<file path="src/inc/timer_pkg.sv">
// constants and carrier types of the compare/capture timer channel
package timer_pkg;
   // register byte offsets
   localparam logic [7:0] OFF_CTRL   = 8'h00;
   localparam logic [7:0] OFF_IO     = 8'h04;
   localparam logic [7:0] OFF_MODE   = 8'h08;
   localparam logic [7:0] OFF_START  = 8'h0C;
   localparam logic [7:0] OFF_WREN   = 8'h10;
   localparam logic [7:0] OFF_COUNT  = 8'h14;
   localparam logic [7:0] OFF_REGB   = 8'h18;
   localparam logic [7:0] OFF_IRQEN  = 8'h1C;
   localparam logic [7:0] OFF_STATUS = 8'h20;
   localparam logic [7:0] OFF_CLEAR  = 8'h24;
   localparam logic [7:0] OFF_VEC0   = 8'h28;
   localparam logic [7:0] OFF_VEC1   = 8'h2C;
   // field codes
   localparam logic [2:0] PSC_DIV1        = 3'h0;
   localparam logic [1:0] EDGE_RISING     = 2'h0;
   localparam logic [2:0] CLR_BY_REG_B    = 3'h2;
   localparam logic [3:0] IO_TOGGLE_LOW   = 4'h3;
   localparam logic [3:0] IO_CAPTURE_BOTH = 4'hA;
   localparam logic [7:0] SRC_CC_B        = 8'h16;
   localparam logic [7:0] SRC_OVERFLOW    = 8'h19;
   localparam logic [15:0] COUNT_MAX      = 16'hFFFF;
   localparam int          NUM_VECTORS    = 2;
   // reset values
   localparam logic [15:0] REG_B_RESET    = 16'hFFFF;
   localparam logic [15:0] COUNT_RESET    = 16'h0000;
   localparam logic [7:0]  VEC_SEL_RESET  = 8'h00;

   typedef struct packed {
      logic [2:0] prescale_select_ext;
      logic [2:0] clear_source_select;
      logic [1:0] count_edge_select;
      logic [2:0] prescale_select;
   } clock_cfg_t;

   typedef struct packed {
      logic       pin_b_output_enable;
      logic [3:0] pin_b_io_mode;
   } pin_cfg_t;

   typedef struct packed {
      logic       reg_b_buffer_mode;
      logic [3:0] channel_mode_select;
   } mode_cfg_t;

   typedef struct packed {
      logic overflow_event;
      logic capture_compare_b_event;
   } events_t;
endpackage

</file>
<file path="src/hdl/count_prescaler.sv">
// count enable divider for the channel counter
`timescale 1ns/10ps
`default_nettype none
module count_prescaler (
   input  wire logic                  pclk,
   input  wire logic                  presetn,
   input  wire timer_pkg::clock_cfg_t clock_cfg,
   output logic                       tick
);
   logic [7:0] div_count;

   // divide-by mask: /1, /4, /16, /64, otherwise /256
   function automatic logic [7:0] div_mask(input logic [2:0] sel, input logic [2:0] ext);
      logic [7:0] m;
      m = 8'hFF;
      if (ext == 3'h0) begin
         unique case (sel)
            3'h0: m = 8'h00;
            3'h1: m = 8'h03;
            3'h2: m = 8'h0F;
            3'h3: m = 8'h3F;
            default: m = 8'hFF;
         endcase
      end
      return m;
   endfunction

   always_ff @(posedge pclk or negedge presetn) begin
      if (!presetn) begin
         div_count <= 8'h00;
      end else begin
         div_count <= div_count + 8'h01;
      end
   end

   // with one clock every edge code counts on the pclk rising edge
   always_ff @(posedge pclk or negedge presetn) begin
      if (!presetn) begin
         tick <= 1'b0;
      end else begin
         tick <= (div_count & div_mask(clock_cfg.prescale_select, clock_cfg.prescale_select_ext)) == 8'h00;
      end
   end

   a_full_rate_tick: assert property (@(posedge pclk) disable iff (!presetn)
      (clock_cfg.prescale_select == timer_pkg::PSC_DIV1 && clock_cfg.prescale_select_ext == 3'h0
       && clock_cfg.count_edge_select == timer_pkg::EDGE_RISING) [*2] |-> tick)
      else $error("counter enable missing at undivided rate");
endmodule
`default_nettype wire

</file>
<file path="src/hdl/timer_channel.sv">
// one compare/capture timer channel with APB registers and interrupt routing
`timescale 1ns/10ps
`default_nettype none
// Functional notes
// - with prescale 000 and edge 00, count on every pclk rising edge.
// - compare pin output starts at the level of IO bit 2 when its pin operation is configured.
// - in compare toggle mode (0x11), counter equal to register B inverts the pin.
// - with clear source 010, a register B compare match zeroes the counter.
// - square wave continues indefinitely at 50% duty without software.
// - capture mode latches the counter into B on the selected pin edge, both edges for 1x1x.
// - capture with clear source 010 also zeroes the counter.
// - counter wrap raises overflow event, interrupt only when enabled.
// - selector 22 routes B event, selector 25 routes overflow to a vector.
module timer_channel (
   input  wire logic        pclk,
   input  wire logic        presetn,
   input  wire logic        psel,
   input  wire logic        penable,
   input  wire logic        pwrite,
   input  wire logic [7:0]  paddr,
   input  wire logic [31:0] pwdata,
   output logic [31:0]      prdata,
   output logic             pready,
   output logic             pslverr,
   input  wire logic        timer_pin_b_in,
   output logic             timer_pin_b_out,
   output logic             timer_pin_b_oe,
   output logic             irq,
   output logic [1:0]       vector_irq
);
   timer_pkg::clock_cfg_t clock_cfg;
   timer_pkg::pin_cfg_t   pin_cfg;
   timer_pkg::mode_cfg_t  mode_cfg;
   timer_pkg::events_t    status;
   timer_pkg::events_t    irq_enable;
   timer_pkg::events_t    events;
   timer_pkg::events_t    next_status;
   logic [15:0] channel_counter;
   logic [15:0] compare_capture_reg_b;
   logic        channel_count_start;
   logic        reg_write_enable;
   logic [7:0]  vector_source_select [timer_pkg::NUM_VECTORS];
   logic        tick;
   logic        count_tick;
   logic        pin_prev;
   logic        compare_mode;
   logic        capture_mode;
   logic        cmp_match;
   logic        capture_fire;
   logic        clear_by_b;
   logic        setup_phase;
   logic        wr_access;
   logic [31:0] read_mux;

   ////////////////////////////////////////////////////////////////////////
   // decode helpers

   function automatic logic wr_to(input logic wr, input logic [7:0] addr, input logic [7:0] off);
      return wr && (addr == off);
   endfunction

   function automatic logic is_mapped(input logic [7:0] addr);
      return (addr[1:0] == 2'h0) && (addr <= timer_pkg::OFF_VEC1);
   endfunction

   function automatic logic source_pending(input logic [7:0] sel, input timer_pkg::events_t pend);
      logic p;
      p = 1'b0;
      if (sel == timer_pkg::SRC_CC_B) begin
         p = pend.capture_compare_b_event;
      end else if (sel == timer_pkg::SRC_OVERFLOW) begin
         p = pend.overflow_event;
      end
      return p;
   endfunction

   ////////////////////////////////////////////////////////////////////////
   // APB slave: no wait state, answer registered in the setup cycle

   assign setup_phase = psel && !penable;
   assign wr_access   = psel && penable && pready && pwrite;

   always_comb begin
      read_mux = 32'h0000_0000;
      unique case (paddr)
         timer_pkg::OFF_CTRL:   read_mux[10:0] = clock_cfg;
         timer_pkg::OFF_IO:     read_mux[4:0] = pin_cfg;
         timer_pkg::OFF_MODE:   read_mux[4:0] = mode_cfg;
         timer_pkg::OFF_START:  read_mux[0] = channel_count_start;
         timer_pkg::OFF_WREN:   read_mux[0] = reg_write_enable;
         timer_pkg::OFF_COUNT:  read_mux[15:0] = channel_counter;
         timer_pkg::OFF_REGB:   read_mux[15:0] = compare_capture_reg_b;
         timer_pkg::OFF_IRQEN:  read_mux[1:0] = irq_enable;
         timer_pkg::OFF_STATUS: read_mux[1:0] = status;
         timer_pkg::OFF_VEC0:   read_mux[7:0] = vector_source_select[0];
         timer_pkg::OFF_VEC1:   read_mux[7:0] = vector_source_select[1];
         default:               read_mux = 32'h0000_0000;
      endcase
   end

   always_ff @(posedge pclk or negedge presetn) begin
      if (!presetn) begin
         pready  <= 1'b0;
         pslverr <= 1'b0;
         prdata  <= 32'h0000_0000;
      end else begin
         pready  <= setup_phase;
         pslverr <= setup_phase && !is_mapped(paddr);
         if (setup_phase) begin
            prdata <= read_mux;
         end
      end
   end

   ////////////////////////////////////////////////////////////////////////
   // configuration registers

   // the unlock bit itself is never locked, else software could not reopen it
   always_ff @(posedge pclk or negedge presetn) begin
      if (!presetn) begin
         reg_write_enable <= 1'b0;
      end else if (wr_to(wr_access, paddr, timer_pkg::OFF_WREN)) begin
         reg_write_enable <= pwdata[0];
      end
   end

   always_ff @(posedge pclk or negedge presetn) begin
      if (!presetn) begin
         clock_cfg <= 11'h000;
         mode_cfg  <= 5'h00;
         irq_enable <= 2'h0;
      end else if (reg_write_enable) begin
         if (wr_to(wr_access, paddr, timer_pkg::OFF_CTRL)) begin
            clock_cfg <= pwdata[10:0];
         end
         if (wr_to(wr_access, paddr, timer_pkg::OFF_MODE)) begin
            mode_cfg <= pwdata[4:0];
         end
         if (wr_to(wr_access, paddr, timer_pkg::OFF_IRQEN)) begin
            irq_enable <= pwdata[1:0];
         end
      end
   end

   always_ff @(posedge pclk or negedge presetn) begin
      if (!presetn) begin
         pin_cfg <= 5'h00;
      end else if (reg_write_enable && wr_to(wr_access, paddr, timer_pkg::OFF_IO)) begin
         pin_cfg <= pwdata[4:0];
      end
   end

   always_ff @(posedge pclk or negedge presetn) begin
      if (!presetn) begin
         channel_count_start <= 1'b0;
      end else if (wr_to(wr_access, paddr, timer_pkg::OFF_START)) begin
         channel_count_start <= pwdata[0];
      end
   end

   ////////////////////////////////////////////////////////////////////////
   // counter, compare and capture

   count_prescaler u_prescaler (
      .pclk      (pclk),
      .presetn   (presetn),
      .clock_cfg (clock_cfg),
      .tick      (tick)
   );

   assign count_tick   = tick && channel_count_start;
   assign compare_mode = !pin_cfg.pin_b_io_mode[3] && (pin_cfg.pin_b_io_mode[1:0] != 2'h0);
   assign capture_mode = pin_cfg.pin_b_io_mode[3];
   assign clear_by_b   = clock_cfg.clear_source_select == timer_pkg::CLR_BY_REG_B;
   assign cmp_match    = count_tick && compare_mode && (channel_counter == compare_capture_reg_b);

   // pin is synchronous; 1x00 rising, 1x01 falling, 1x1x both edges
   always_comb begin
      capture_fire = 1'b0;
      if (capture_mode && channel_count_start) begin
         if (pin_cfg.pin_b_io_mode[1]) begin
            capture_fire = timer_pin_b_in != pin_prev;
         end else if (pin_cfg.pin_b_io_mode[0]) begin
            capture_fire = pin_prev && !timer_pin_b_in;
         end else begin
            capture_fire = timer_pin_b_in && !pin_prev;
         end
      end
   end

   always_ff @(posedge pclk or negedge presetn) begin
      if (!presetn) begin
         pin_prev <= 1'b0;
      end else begin
         pin_prev <= timer_pin_b_in;
      end
   end

   // a software write outranks counting in the same cycle
   always_ff @(posedge pclk or negedge presetn) begin
      if (!presetn) begin
         channel_counter <= timer_pkg::COUNT_RESET;
      end else if (reg_write_enable && wr_to(wr_access, paddr, timer_pkg::OFF_COUNT)) begin
         channel_counter <= pwdata[15:0];
      end else if (capture_fire && clear_by_b) begin
         channel_counter <= timer_pkg::COUNT_RESET;
      end else if (cmp_match && clear_by_b) begin
         channel_counter <= timer_pkg::COUNT_RESET;
      end else if (count_tick) begin
         channel_counter <= channel_counter + 16'h0001;
      end
   end

   always_ff @(posedge pclk or negedge presetn) begin
      if (!presetn) begin
         compare_capture_reg_b <= timer_pkg::REG_B_RESET;
      end else if (reg_write_enable && wr_to(wr_access, paddr, timer_pkg::OFF_REGB)) begin
         compare_capture_reg_b <= pwdata[15:0];
      end else if (capture_fire) begin
         compare_capture_reg_b <= channel_counter;
      end
   end

   // 0x01 low, 0x10 high, 0x11 toggle on match; bit 2 is the initial level
   always_ff @(posedge pclk or negedge presetn) begin
      if (!presetn) begin
         timer_pin_b_out <= 1'b0;
      end else if (reg_write_enable && wr_to(wr_access, paddr, timer_pkg::OFF_IO)) begin
         timer_pin_b_out <= pwdata[2];
      end else if (cmp_match) begin
         unique case (pin_cfg.pin_b_io_mode[1:0])
            2'h1: timer_pin_b_out <= 1'b0;
            2'h2: timer_pin_b_out <= 1'b1;
            2'h3: timer_pin_b_out <= !timer_pin_b_out;
            default: timer_pin_b_out <= timer_pin_b_out;
         endcase
      end
   end

   always_ff @(posedge pclk or negedge presetn) begin
      if (!presetn) begin
         timer_pin_b_oe <= 1'b0;
      end else begin
         timer_pin_b_oe <= pin_cfg.pin_b_output_enable && compare_mode;
      end
   end

   ////////////////////////////////////////////////////////////////////////
   // events, status and interrupt routing

   always_comb begin
      events.capture_compare_b_event = cmp_match || capture_fire;
      events.overflow_event = count_tick && (channel_counter == timer_pkg::COUNT_MAX)
                              && !(cmp_match && clear_by_b) && !(capture_fire && clear_by_b);
      next_status = status;
      if (wr_to(wr_access, paddr, timer_pkg::OFF_CLEAR)) begin
         next_status = status & ~pwdata[1:0];
      end
      // a new event wins over a clear in the same cycle
      next_status = next_status | events;
   end

   always_ff @(posedge pclk or negedge presetn) begin
      if (!presetn) begin
         status <= 2'h0;
      end else begin
         status <= next_status;
      end
   end

   always_ff @(posedge pclk or negedge presetn) begin
      if (!presetn) begin
         irq <= 1'b0;
      end else begin
         irq <= |(status & irq_enable);
      end
   end

   genvar v;
   generate
      for (v = 0; v < timer_pkg::NUM_VECTORS; v++) begin : g_vector
         always_ff @(posedge pclk or negedge presetn) begin
            if (!presetn) begin
               vector_source_select[v] <= timer_pkg::VEC_SEL_RESET;
            end else if (wr_to(wr_access, paddr, v == 0 ? timer_pkg::OFF_VEC0 : timer_pkg::OFF_VEC1)) begin
               vector_source_select[v] <= pwdata[7:0];
            end
         end

         always_ff @(posedge pclk or negedge presetn) begin
            if (!presetn) begin
               vector_irq[v] <= 1'b0;
            end else begin
               vector_irq[v] <= source_pending(vector_source_select[v], status & irq_enable);
            end
         end
      end
   endgenerate

   ////////////////////////////////////////////////////////////////////////
   // checks

   a_pin_init_low: assert property (@(posedge pclk) disable iff (!presetn)
      reg_write_enable && wr_to(wr_access, paddr, timer_pkg::OFF_IO)
      && pwdata[3:0] == timer_pkg::IO_TOGGLE_LOW |=> !timer_pin_b_out)
      else $error("pin did not start low");

   a_toggle_on_match: assert property (@(posedge pclk) disable iff (!presetn)
      cmp_match && pin_cfg.pin_b_io_mode == timer_pkg::IO_TOGGLE_LOW
      && !wr_to(wr_access, paddr, timer_pkg::OFF_IO) |=> timer_pin_b_out != $past(timer_pin_b_out))
      else $error("pin not inverted on match");

   a_match_clears: assert property (@(posedge pclk) disable iff (!presetn)
      cmp_match && clear_by_b && !wr_to(wr_access, paddr, timer_pkg::OFF_COUNT) |=> channel_counter == 16'h0000)
      else $error("counter not cleared on match");

   a_pin_change_cause: assert property (@(posedge pclk) disable iff (!presetn)
      timer_pin_b_out != $past(timer_pin_b_out) |-> $past(cmp_match) || $past(wr_access))
      else $error("pin changed without match");

   a_capture_value: assert property (@(posedge pclk) disable iff (!presetn)
      capture_fire && !wr_to(wr_access, paddr, timer_pkg::OFF_REGB)
      |=> compare_capture_reg_b == $past(channel_counter))
      else $error("capture value wrong");

   a_capture_clears: assert property (@(posedge pclk) disable iff (!presetn)
      capture_fire && clear_by_b && !wr_to(wr_access, paddr, timer_pkg::OFF_COUNT) |=> channel_counter == 16'h0000)
      else $error("counter not cleared on capture");

   a_overflow_irq: assert property (@(posedge pclk) disable iff (!presetn)
      events.overflow_event && irq_enable.overflow_event && !wr_access |=> status.overflow_event ##1 irq)
      else $error("overflow interrupt missing");

   a_vector_route: assert property (@(posedge pclk) disable iff (!presetn)
      events.overflow_event && irq_enable.overflow_event && !wr_access
      && vector_source_select[1] == timer_pkg::SRC_OVERFLOW ##1 !wr_access |=> vector_irq[1])
      else $error("overflow not routed to vector");

   a_stopped_frozen: assert property (@(posedge pclk) disable iff (!presetn)
      !channel_count_start && !wr_to(wr_access, paddr, timer_pkg::OFF_COUNT) |=> $stable(channel_counter))
      else $error("counter moved while stopped");

   a_locked_write: assert property (@(posedge pclk) disable iff (!presetn)
      !reg_write_enable && wr_to(wr_access, paddr, timer_pkg::OFF_CTRL) |=> $stable(clock_cfg))
      else $error("locked register changed");
endmodule
`default_nettype wire

</file>
<file path="config.mk">
export PLATFORM = sky130hd
export DESIGN_NAME = timer_channel
export DESIGN_NICKNAME = d
export VERILOG_FILES = /design/src/inc/timer_pkg.sv /design/src/hdl/count_prescaler.sv /design/src/hdl/timer_channel.sv
export SDC_FILE = /design/constraint.sdc
export NUM_CORES = 1
export LEC_CHECK = 0
export ABC_AREA = 1
export BUFFER_PORTS_ARGS = -buffer_cell sky130_fd_sc_hd__buf_2
export CAP_MARGIN = 5
export CORE_ASPECT_RATIO = 0.8
export CORE_UTILIZATION = 40
export CTS_CLUSTER_SIZE = 30
export DETAILED_ROUTE_END_ITERATION = 8
export SETUP_SLACK_MARGIN = 0.2
export SYNTH_ARGS = -nofsm -noshare
export SYNTH_HDL_FRONTEND = slang
export SYNTH_SLANG_ARGS = --single-unit
</file>
<file path="constraint.sdc">
create_clock -name pclk -period 3.4 [get_ports pclk]
set_input_delay 0 -clock pclk [delete_from_list [all_inputs] [get_ports pclk]]
set_output_delay 0 -clock pclk [all_outputs]
set_load 0.05 [all_outputs]
</file>
# --- Word-level counts from Yosys, hierarchy flattened ---
# Index checks and enable logic that the tools add are counted.
# W data, S select, Z words.
word_totals:
  reg_bits: 108
  output_inout_bits: 39
  wordCells: 144
op_classes:
  reduce_logical: 57
  eq_ne: 25
  addsub: 2
  n_lt_le_gt_ge: 1
  mux: 25
  bitwise_logic: 5
op_table:
  columns: ["cell", "count"]
  rows:
  - ["$mux W16", 6]
  - ["$eq A8 B5 Y1 const B", 8]
  - ["$logic_and A1 B1 Y1", 33]
  - ["$eq A8 B6 Y1 const B", 4]
  - ["$pmux W8 S4", 1]
  - ["$pmux W3 S7", 1]
  - ["$add A16 B1 Y16 const B", 1]
  - ["$eq A16 B16 Y1", 1]
  - ["$eq A16 B16 Y1 const B", 1]
  - ["$eq A8 B4 Y1 const B", 2]
  - ["$logic_not A8 Y1", 2]
  - ["$pmux W3 S5", 1]
  - ["$pmux W1 S11", 1]
  - ["$pmux W5 S2", 1]
  - ["$eq A3 B2 Y1 const B", 3]
  - ["$mux W1", 9]
  - ["$pmux W1 S9", 1]
  - ["$pmux W3 S3", 1]
  - ["$add A8 B1 Y8 const B", 1]
  - ["$and A8 B8 Y8", 1]
  - ["$eq A8 B3 Y1 const B", 1]
  - ["$le A8 B6 Y1 const B", 1]
  - ["$logic_not A1 Y1", 8]
  - ["$mux W8", 1]
  - ["other kinds (16)", 25]

# --- Logic depth before layout (Yosys ltp) ---
# Gate-level depths: netlist (run 1).
logic_depth:
  depth_word: 9
  ltp_mapped: 13

# --- Hierarchy ---
# A second synthesis (run 1) with hierarchy kept.
unflattened:
  hier_cells: 825
  hier_area_um2: 6226.0
modules_own_cells:
  columns: ["module", "seq_area_each_um2", "cells_per_inst", "n_inst", "area_each_um2"]
  rows:
  - ["timer_channel", 2497.4, 775, 1, 5798.1]
  - ["count_prescaler", 225.2, 50, 1, 427.9]

# --- Least setup slack after synthesis (run 1) ---
# Ideal clock, no wire load.
synth_path:
  kind: "register to register"
  from: "register pready"
  to: "register pin_cfg (netlist bit capture_mode)"
  required_time_ps: 3270
  n_path_buf: 2
  slack_ps: 1592
  stages_incl_launch_ff: 10
  setup_time_ps: 130
  arrival_ps: 1678
  path_cell_list: "dfrtp_1 nand2_1 nor2_4 nand2_1 inv_2 buf_2 nand2_1 clkbuf_1 nand2_1 o21ai_1"
synth_between:
  elab_chain_len: 4
synth_rtl:
  columns: ["item", "line_no", "source"]
  rows:
  - ["from (decl)", "timer_channel.sv:23", "output logic pready,"]
  - ["from (signal assigned)", "timer_channel.sv:107", "pready <= setup_phase;"]
  - ["$logic_and A1 B1 Y1 (2 in a row)", "timer_channel.sv:81", "assign wr_access = psel && penable && pready && pwrite;"]
  - ["$logic_and A1 B1 Y1", "timer_channel.sv:59", "return wr && (addr == off);"]
  - ["$logic_and A1 B1 Y1", "timer_channel.sv:148", "end else if (reg_write_enable && wr_to(wr_access, paddr, timer_pkg::OFF_IO)) begin"]
  - ["to (signal assigned)", "timer_channel.sv:149", "pin_cfg <= pwdata[4:0];"]
  - ["to (decl)", "timer_channel.sv:32", "timer_pkg::pin_cfg_t pin_cfg;"]
# Every way passes these cells.
# A chain may end at the register's enable or synchronous reset.

# --- Final worst setup path (run 1) ---
layout_path:
  from: "register pin_prev"
  to: "register channel_counter[0]"
layout_between:
  elab_chain_len: 8
  elab_cells_between_ends: 11
  classes_between: "1 x eq/ne; 5 x mux; 5 x reduce/logical"
layout_rtl:
  columns: ["item", "line_no", "source"]
  rows:
  - ["from (decl)", "timer_channel.sv:45", "logic pin_prev;"]
  - ["from (signal assigned)", "timer_channel.sv:195", "pin_prev <= timer_pin_b_in;"]
  - ["$logic_not A1 Y1", "timer_channel.sv:186", "capture_fire = timer_pin_b_in && !pin_prev;"]
  - ["$logic_and A1 B1 Y1", "timer_channel.sv:186", null]
  - ["$mux W1", "timer_channel.sv:183", "end else if (pin_cfg.pin_b_io_mode[0]) begin"]
  - ["$mux W1 (*)", "timer_channel.sv:181", "if (pin_cfg.pin_b_io_mode[1]) begin"]
  - ["$mux W1 (*)", "timer_channel.sv:180", "if (capture_mode && channel_count_start) begin"]
  - ["$logic_and A1 B1 Y1 (*)", "timer_channel.sv:205", "end else if (capture_fire && clear_by_b) begin"]
  - ["$mux W16", "timer_channel.sv:205", null]
  - ["$mux W16", "timer_channel.sv:203", "end else if (reg_write_enable && wr_to(wr_access, paddr, timer_pkg::OFF_COUNT)) begin"]
  - ["to (signal assigned)", "timer_channel.sv:202", "channel_counter <= timer_pkg::COUNT_RESET;"]
  - ["to (signal assigned)", "timer_channel.sv:204", "channel_counter <= pwdata[15:0];"]
  - ["to (signal assigned)", "timer_channel.sv:206", "channel_counter <= timer_pkg::COUNT_RESET;"]
  - ["to (decl)", "timer_channel.sv:38", "logic [15:0] channel_counter;"]
# Every way passes the cells marked *; elsewhere a longest branch is shown, timed or not.

==> results of run 1 <==
## worst max-delay path: cells and delay by family, from the launching register on
family | cells | cell delay [ps]
adders and majority gates | 1 | 270
DFF | 1 | 380
and+or+nand+nor | 7 | 870
AOI/OAI and AO/OA | 1 | 210
buffers and inverters | 3 | 690
## through the flow
stage / cell area (um^2) / worst slack, ps
floorplan: 6310 / 1590
global placement: 6640 / 906
detailed placement: 6640 / 881
CTS: 7110 / 844
global route: 7110 / 668
finish: 7110 / 854
## per-layer routing
layer	vias to the layer above	share of wire
li1	2767	-
met1	2573	0.52
met2	204	0.40
met3	9	0.074
met4	0	0.0082
met5	-	0
## cell usage after synthesis (12+ instances only)
cell type  number
dfrtp_1        92
inv_2          17
nand2_1       260
dfstp_2        16
inv_1          85
nand3_2        16
nand3_1        47
buf_2          13
buf_4          19
nor2_1         57
a21oi_1        21
o21ai_1        12
o21ai_0        52
## power by group through the flow
stage	sequential (mW)	combinational [mW]	clock, mW
after global placement	1.35	0.250	0
after floorplan	1.39	0.123	0
final	1.33	0.264	1.07
after detailed placement	1.35	0.250	0
after CTS	1.33	0.266	1.10
after global routing	1.33	0.290	1.14
## logic make-up (layout without fill, tap and decap cells)
family,count (synthesis),in the layout,share of synthesized area
fa+ha+maj,7,7,0.0140
compound gates,127,127,0.118
buf+inv,146,198,0.106
xor+xnor,11,11,0.0154
simple gates,428,428,0.310
flops,108,108,0.435
other cells,1,16,0.000599
## state kept, by name, indices dropped and copies added, names as in the netlist, 2 cells and up
| register | cells |
|---|---|
| channel_counter | 16 |
| clock_cfg | 11 |
| compare_capture_reg_b | 16 |
| irq_enable | 2 |
| mode_cfg | 5 |
| pin_cfg | 4 |
| prdata | 16 |
| status | 2 |
| u_prescaler.div_count | 8 |
| vector_irq | 2 |
| vector_source_select | 16 |
## area by class of cell
class / instances / area (um^2) / share of cell area
multi-input combinational: 589 / 2930 / 0.411
sequential: 108 / 2720 / 0.383
timing repair buffer: 79 / 523 / 0.0735
inverter: 103 / 387 / 0.0543
tap: 210 / 263 / 0.0369
clock buffer: 10 / 229 / 0.0322
clock inverter: 6 / 63.8 / 0.00897
## how the worst max path moves through the flow
stage / end / slack [ps] / from / depth (start not counted)
2_1_floorplan: capture_mode / 1590 / pready / 9
3_3_place_gp: channel_counter[1] / 910 / pin_prev / 11
3_5_place_dp: channel_counter[1] / 880 / pin_prev / 11
4_1_cts: channel_counter[1] / 840 / pin_prev / 11
5_1_grt: channel_counter[8] / 670 / pin_prev / 11
6_report: channel_counter[0] / 850 / pin_prev / 12
==> metrics.txt, run 1 <==
status finished, final reports clean; R2R depth 12; Primary FF master, synth dfrtp_1; Post-Synthesis Cell Area 0.00626 mm^2; CTS Buffer Depth 2; Syn-to-layout area delta 13.7%; Post-synth ARST share 1.00; Tmin final 2550 ps; Int Pwr between 1.5 and 2 mW; total gr overflow 0; Worst VDD drop around 0.00022 V; number of max-cap violations 0; Slew Limit Headroom 0.493; Sw Ratio 0.271; cts repair resizes 0; Pwr Total around 2.7 mW; vias in the first global route between 4k and 5k; Leakage between 3 and 4 nW; Synth area leader dfrtp_1; hold worst-path end pready; Critical Path AT between 2000 and 3000 ps; DP Wirelength 12.6 mm; clock sinks about 110; ANT cells 0; die width between 100 and 150 um; Die ar. 0.0161 mm^2; worst stage delay on the critical path about 380 ps; final hold slack 56.6 ps; CTS tree done; via count around 5.6k; CTS Root Cell clkbuf_16; Initial DRT Pass Iterations 5; most used routing layer met1; wire per inst ~16 um; vias per cell between 5 and 6; most frequent cells in the layout 260 x nand2_1, 92 x dfrtp_1, 85 x inv_1; Synth Register Bits ~110; unrepaired setup endpoints after global routing false; Tot GR Track Use 0.228; Peak Freq 0.393 GHz; Placed Instances about 1.1k; # Post-CTS Setup Buffers 0; Flop pwr share 0.498; Placement Rows 40; htree depth 3; number of synthesized flops with an enable pin 0; largest net degree at the start of global routing 68; worst flop-to-flop path endpoint channel_counter[0]; Ys Warns 0; Sw Pwr between 700 and 800 uW; Syn Inst Count a little over 800; Comb pwr share 0.099; max-slew violations 0; Core Area around 0.015 mm^2; gpl congestion 0.842; share of layout cells above drive strength 1 0.165; top-area cell type share of the netlist area 0.368; IO Port Bufs between 50 and 60; worst hold path type in -> reg; drt drc 0; required time of the critical path around 3700 ps; met3 Use GR 0.0470; Synth area leaders dfrtp_1 37%, nand2_1 16%, dfstp_2 6.7%; Layout Utilization 0.469; io pins 85; initial antenna violation count 0; sequential share of the synthesized area 0.435; ANT nets after route 0; cell area power density ~370 mW/mm^2; Final setup viols 0; met1 usage 0.369; Starting Density 0.413; most common cell after layout, fill and taps aside nand2_1; Sum Neg Setup Slack 0 ps; CP Cell Sequence ha_1, nand2_1, inv_1, a31oi_1, nand3_1, inv_2, nand2_2, buf_4, nand3_1, nand2_1, nand2_1, nand2_1; largest fanout on the critical path 17; Syn Area/Cell 7.56 um^2; WHS Path Cells 3; Die Ht 114 um; 1st-iter DRT viols around 450; Final Hold Vio Count 0; R2R Setup Slk ~850 ps; non-filler cells in the finished layout 1105; launching element type of the critical path register; first-pass GRT wire length 27.8 mm; critical path type reg -> reg; clock slew at reported path FFs around 80 ps; clock power share 0.403; cts bufs inserted 9; Final #Nets 943; Yosys cell types between 40 and 50; fin crit share 0.749; number of fill cells in the layout 1588; slew at the pin with the worst max-slew slack 758 ps; Setup crit end kind register; WL final around 17 mm; cell with the most instances on the worst path nand2_1; met2 Use GR 0.305; clk_lat worst skew between 300 and 400 ps; Slowest-stage cell, CP dfrtp_1; Final Skew roughly 12 ps; HP Start penable; hold_buf cts 18; Crit Reg-Reg Startpoint pin_prev
Note: power is estimated with default switching activity, not from simulation.
==> inputs of run 2 (changes only) <==
==> constraint.sdc (replaced) <==
create_clock -name pclk -period 2.6 [get_ports pclk]
set_input_delay 0 -clock pclk [delete_from_list [all_inputs] [get_ports pclk]]
set_output_delay 0 -clock pclk [all_outputs]
set_load 0.05 [all_outputs]
==> run 2 against run 1 <==
  * Wire length down 0.29%
  * Fmax up 18%
  * Core utilization rose by 0.46 points
  * Sequential share of layout area down 0.37 points
  * Clock power is 30% higher
  * Cell count up 0.72%
  * Worst hold slack better by 26 ps
  * Highest routed layer unchanged
==> metrics.txt, run 2 (synthesized netlist as in run 1, its figures left out) <==
status finished, final reports clean; Tmin final between 2000 and 2500 ps; drt drc 0; Initial DRT Pass Iterations 5; worst flop-to-flop path endpoint channel_counter[12]; cts bufs inserted 9; CTS tree done; Setup crit end kind register; Die ar. roughly 0.016 mm^2; Final Hold Vio Count 0; clock sinks 108; htree depth 3; most common cell after layout, fill and taps aside nand2_1; launching element type of the critical path register; Sum Neg Setup Slack 0 ps; max-slew violations 0; Final #Nets ~950; Final setup viols 0; Crit Reg-Reg Startpoint pin_cfg[0]; Critical Path AT roughly 2400 ps; vias per cell just over 5; Slew Limit Headroom 0.541; clk_lat worst skew between 300 and 400 ps; vias in the first global route ~5k; Core Area between 0.015 and 0.02 mm^2; first-pass GRT wire length about 28 mm; Final Skew around 13 ps; R2R depth 10; clock slew at reported path FFs roughly 70 ps; wire per inst 15.6 um; Leakage between 3 and 4 nW; R2R Setup Slk 440 ps; Syn-to-layout area delta 14.8%; HP Start paddr[0]; Peak Freq approximately 0.46 GHz; total gr overflow 0; required time of the critical path ~2900 ps; WL final 17.4 mm; share of layout cells above drive strength 1 0.171; DP Wirelength 12.6 mm; most frequent cells in the layout 260 x nand2_1, 92 x dfrtp_1, 85 x inv_1; Tot GR Track Use 0.232; Worst VDD drop 0.000294 V; initial antenna violation count 0; gpl congestion between 0.8 and 0.9; CTS Root Cell clkbuf_16; hold worst-path end pslverr; Register Area around 0.0027 mm^2; 1st-iter DRT viols approximately 460; cell area power density a little under 500 mW/mm^2; via count around 5.7k; worst hold path type in -> reg; number of fill cells in the layout about 1.5k; Die Ht ~110 um; ANT nets after route 0; die width 142 um; ANT cells 0; largest net degree at the start of global routing 83; Placement Rows 40; number of max-cap violations 0; largest fanout on the critical path 13; CTS Buffer Depth 2; io pins 85; Layout Utilization 0.474; Multi-input gate area around 0.0029 mm^2; unrepaired setup endpoints after global routing false; critical path type reg -> reg; Starting Density 0.413; IO Port Bufs 52; fin crit share 0.832; WHS Path Cells 5; slew at the pin with the worst max-slew slack approximately 700 ps; cts repair resizes 0
run 2: where the power goes:
part | internal [mW] | switching (mW) | total [mW]
logic | 0.0881 | 0.254 | 0.342
registers | 1.71 | 0.0301 | 1.74
clock network | 0.741 | 0.654 | 1.39
run 2: how the worst max path moves through the flow:
stage / start / end / slack, ps / cells past startpoint
6_report: pin_cfg[0] / channel_counter[12] / 440 / 10
5_1_grt: pin_cfg[0] / timer_pin_b_out / 230 / 10
4_1_cts: pin_cfg[0] / channel_counter[12] / 430 / 10
3_5_place_dp: pin_cfg[0] / channel_counter[12] / 430 / 10
3_3_place_gp: pin_cfg[0] / channel_counter[12] / 470 / 10
2_1_floorplan: pready / capture_mode / 790 / 9
run 2: through the flow:
step	area [um^2]	power, mW	hold slack (ps)	setup WS (ps)	instances
2_1_floorplan	6310	1.98	-296	792	843
3_3_place_gp	6690	2.09	-41.7	468	1077
3_5_place_dp	6690	2.09	-45.1	433	1077
4_1_cts	7180	3.50	79.9	426	1113
5_1_grt	7180	3.59	106	229	1113
6_report	7180	3.47	82.3	437	1113
run 2: final cells by class:
class / instances / share of cell area
well taps: 210 / 0.0366
repair buffers: 87 / 0.0819
inverters: 103 / 0.0538
clock inverters: 4 / 0.00418
flip-flops and latches: 108 / 0.379
clock buffers: 12 / 0.0373
multi-input cells: 589 / 0.407
run 2: critical path: stages, from the launching register on:
cell and delay (ps):
dfrtp_1 410, inv_1 100, ha_1 190, or2_2 300, nor2_1 260, nand4_4 280, buf_4 300, nand3_2 70
nand2_1 60, nand2_1 50, nand2_1 50
run 2: timing repair:
action                    CTS  global route
hold endpoints to repair   53             0
hold buffers               20             0
setup buffers               0             0
run 2: routing by layer:
layer / wire length (um) / track usage
met1: 8930 / 0.374
met2: 6970 / 0.311
met3: 1390 / 0.0542
met4: 114 / 0.0394
met5: 0 / 0
==> inputs of run 3 (changes only) <==
--- a/config.mk
+++ b/config.mk
@@ -5,7 +5,7 @@
 export SDC_FILE = /design/constraint.sdc
 export NUM_CORES = 1
 export LEC_CHECK = 0
-export ABC_AREA = 1
+export ABC_AREA = 0
 export BUFFER_PORTS_ARGS = -buffer_cell sky130_fd_sc_hd__buf_2
 export CAP_MARGIN = 5
 export CORE_ASPECT_RATIO = 0.8
==> constraint.sdc (replaced) <==
create_clock -name pclk -period 1.85 [get_ports pclk]
set_input_delay 0 -clock pclk [delete_from_list [all_inputs] [get_ports pclk]]
set_output_delay 0 -clock pclk [all_outputs]
set_load 0.05 [all_outputs]
==> run 3 against run 2 <==
  * The flow now finishes with violations (setup timing)
  * Critical path depth decreased by 3
  * Synthesized area decreased by 8.1%
  * Power increased by 44%
  * Sequential power increased by 39%
  * First-iteration DRC count decreased by 31%
  * Count of clock-buffer cells in the layout decreased by 3
  * Largest power group unchanged
==> metrics.txt, run 3 <==
Simple-Gate Fraction of Synth Area 0.152; cell area power density 682 mW/mm^2; ANT nets after route 0; clock slew at reported path FFs approximately 70 ps; Final Hold Vio Count 0; largest family of logic cells by synthesized area simple AND/OR/NAND/NOR gates; CTS Buffer Depth 2; Tot GR Track Use 0.226; placed cell area ~0.0066 mm^2; ANT cells 0; cts bufs inserted 9; total gr overflow 0; initial antenna violation count 0; worst hold path type in -> reg; top-count cell post-synth dfrtp_1; Synth Register Bits 108; required time of the critical path 2090 ps; Core Area between 0.01 and 0.015 mm^2; vias in the first global route ~4.5k; Starting Density 0.417; Sw Ratio 0.257; Critical Path Source compare_capture_reg_b[14]; Compound-Gate Fraction of Synth Area 0.117; met3 wire len about 950 um; Placement Rows 38; first-pass GRT wire length around 25 mm; clock power share 0.413; Syn-to-layout area delta 27.8%; Synth area leader dfrtp_1; Worst VDD drop 0.000425 V; drt drc 0; Ys Warns 0; io pins 85; most instantiated cells after synthesis 92 x dfrtp_1, 54 x nor2_1, 53 x nand2_1; max-slew violations 0; Leakage approximately 3.5 nW; IO Port Bufs 52; Peak Freq roughly 0.51 GHz; CTS tree done; Die Ht between 100 and 150 um; critical path type reg -> reg; number of max-cap violations 0; wire per inst between 15 and 20 um; Syn Inst Count 544; Die ar. roughly 0.015 mm^2; setup slack after placement -213 ps; Primary FF master, synth dfrtp_1; vias per cell around 5.4; Slew Limit Headroom 0.607; Crit Reg-Reg Startpoint compare_capture_reg_b[14]; 1st-iter DRT viols around 320; Comb pwr share 0.104; Post-synth ARST share 1.00; HP Start pwdata[1]; Layout Utilization 0.533; Setup crit end kind register; clock sinks ~110; Int Pwr around 3.7 mW; Critical Path AT about 2200 ps; sequential share of the synthesized area 0.473; Yosys cell types between 60 and 70; number of fill cells in the layout 1243; Sw Pwr roughly 1.3 mW; largest fanout on the critical path 8; WL final about 16 mm; Final #Nets 723; CTS Root Cell clkbuf_16; Flop pwr share 0.482; Pwr Total 5.01 mW; most frequent cells in the layout 91 x dfrtp_1, 67 x buf_4, 53 x nand2_1; top-area cell type share of the netlist area 0.400; failing checks setup timing; number of synthesized flops with an enable pin 0; Syn Area/Cell ~11 um^2; status finished with violations; share of layout cells above drive strength 1 0.378; wire length on met1 between 7 and 8 mm; most common cell after layout, fill and taps aside dfrtp_1; fin crit share 1.06; htree depth 3; via count between 4k and 5k; Final setup viols 30; launching element type of the critical path register; die width between 100 and 150 um; clk_lat worst skew roughly 350 ps; Synth Area in XOR/XNOR 0.0563; Tmin final a little under 2000 ps; gpl congestion roughly 0.94; post-synthesis mux area share 0.129; Synth area leaders dfrtp_1 40%, mux2_2 8.6%, dfstp_2 7.3%; unrepaired setup endpoints after global routing true; Final Skew 5.54 ps; Post-Synthesis Cell Area 0.00575 mm^2; Final WS setup -114 ps; largest net degree at the start of global routing ~110; Synth Area in Adders 0.0152; Top Layer Used met4; WL met2 roughly 6.9 mm; DP Wirelength 11.5 mm; Post-Layout Inst Area approximately 0.0074 mm^2; Initial DRT Pass Iterations 4; slew at the pin with the worst max-slew slack 589 ps
==> run 3: cell count changes in the layout (fill, tap and decap cells not counted), moves of 19 or more <==
cell,change
buf_4,+52
inv_1,-76
mux2_2,+35
mux2i_1,+19
nand2_1,-207
nand3_1,-31
o21ai_0,-43
==> run 3: final timing paths <==
check                                                end  slack [ps]  depth (start not counted)
max in group asynchronous        vector_source_select[7]        1150                          3
worst min register to register  u_prescaler.div_count[7]         470                          1
worst max-delay path                 channel_counter[14]        -110                          7
worst min-delay path            compare_capture_reg_b[1]          20                          3
worst max register to register       channel_counter[14]        -110                          7
min in group asynchronous       u_prescaler.div_count[5]         250                          3
==> run 3: power by group through the flow <==
stage          sequential (mW)  combinational (mW)  clock, mW
3_3_place_gp              2.46               0.489          0
6_report                  2.42               0.524       2.07
5_1_grt                   2.42               0.565       2.21
4_1_cts                   2.42               0.526       2.11
2_1_floorplan             2.58               0.198          0
3_5_place_dp              2.46               0.492          0
==> run 3: routing by layer <==
| layer | vias to the layer above | GRT usage |
|---|---|---|
| met5 | - | 0 |
| met4 | 0 | 0.0627 |
| met3 | 19 | 0.0456 |
| met2 | 174 | 0.342 |
| met1 | 2238 | 0.325 |
| li1 | 2155 | - |
==> run 3: final cells by class <==
| type | instances | area (um^2) | share of cell area |
|---|---|---|---|
| clock buffers | 9 | 225 | 0.0306 |
| clock inverters | 6 | 88.8 | 0.0121 |
| inverters | 9 | 33.8 | 0.00460 |
| multi-input cells | 397 | 2950 | 0.401 |
| flip-flops and latches | 108 | 2720 | 0.371 |
| well taps | 180 | 225 | 0.0306 |
| repair buffers | 145 | 1110 | 0.150 |
==> run 3: cell families (layout without fill, tap and decap cells) <==
group / Yosys count / after routing
other cells: 1 / 16
buf+inv: 54 / 169
simple gates: 178 / 178
flops: 108 / 108
compound gates: 92 / 92
xor+xnor: 37 / 37
fa+ha+maj: 7 / 7
mux: 67 / 67
==> run 3: metrics by stage <==
| step | hold slack [ps] | std cells | setup TNS (ps) |
|---|---|---|---|
| detailed placement | 123 | 815 | -2980 |
| CTS | 14.8 | 850 | -1560 |
| finish | 22.4 | 854 | -1780 |
| global route | 24.3 | 854 | -3910 |
| floorplan | -296 | 559 | -237 |
| global placement | 114 | 815 | -2510 |
==> run 3: repair_timing <==
action | 4_1_cts | 5_1_grt
gates resized for setup | 27 | 11
pin swaps | 15 | 12
setup buffers | 3 | 4
gates cloned | 1 | 0
endpoints found under the setup margin | 36 | 36
hold buffers | 16 | 0
endpoints found under the hold margin | 134 | 0
==> run 3: worst max-delay path, stage by stage, from the launching register on <==
cell and delay [ps]:
dfstp_2 550, xnor2_2 140, nand4_1 110, or3_4 390, o21a_4 220, o21bai_4 200, buf_8 180, o21ai_2 70
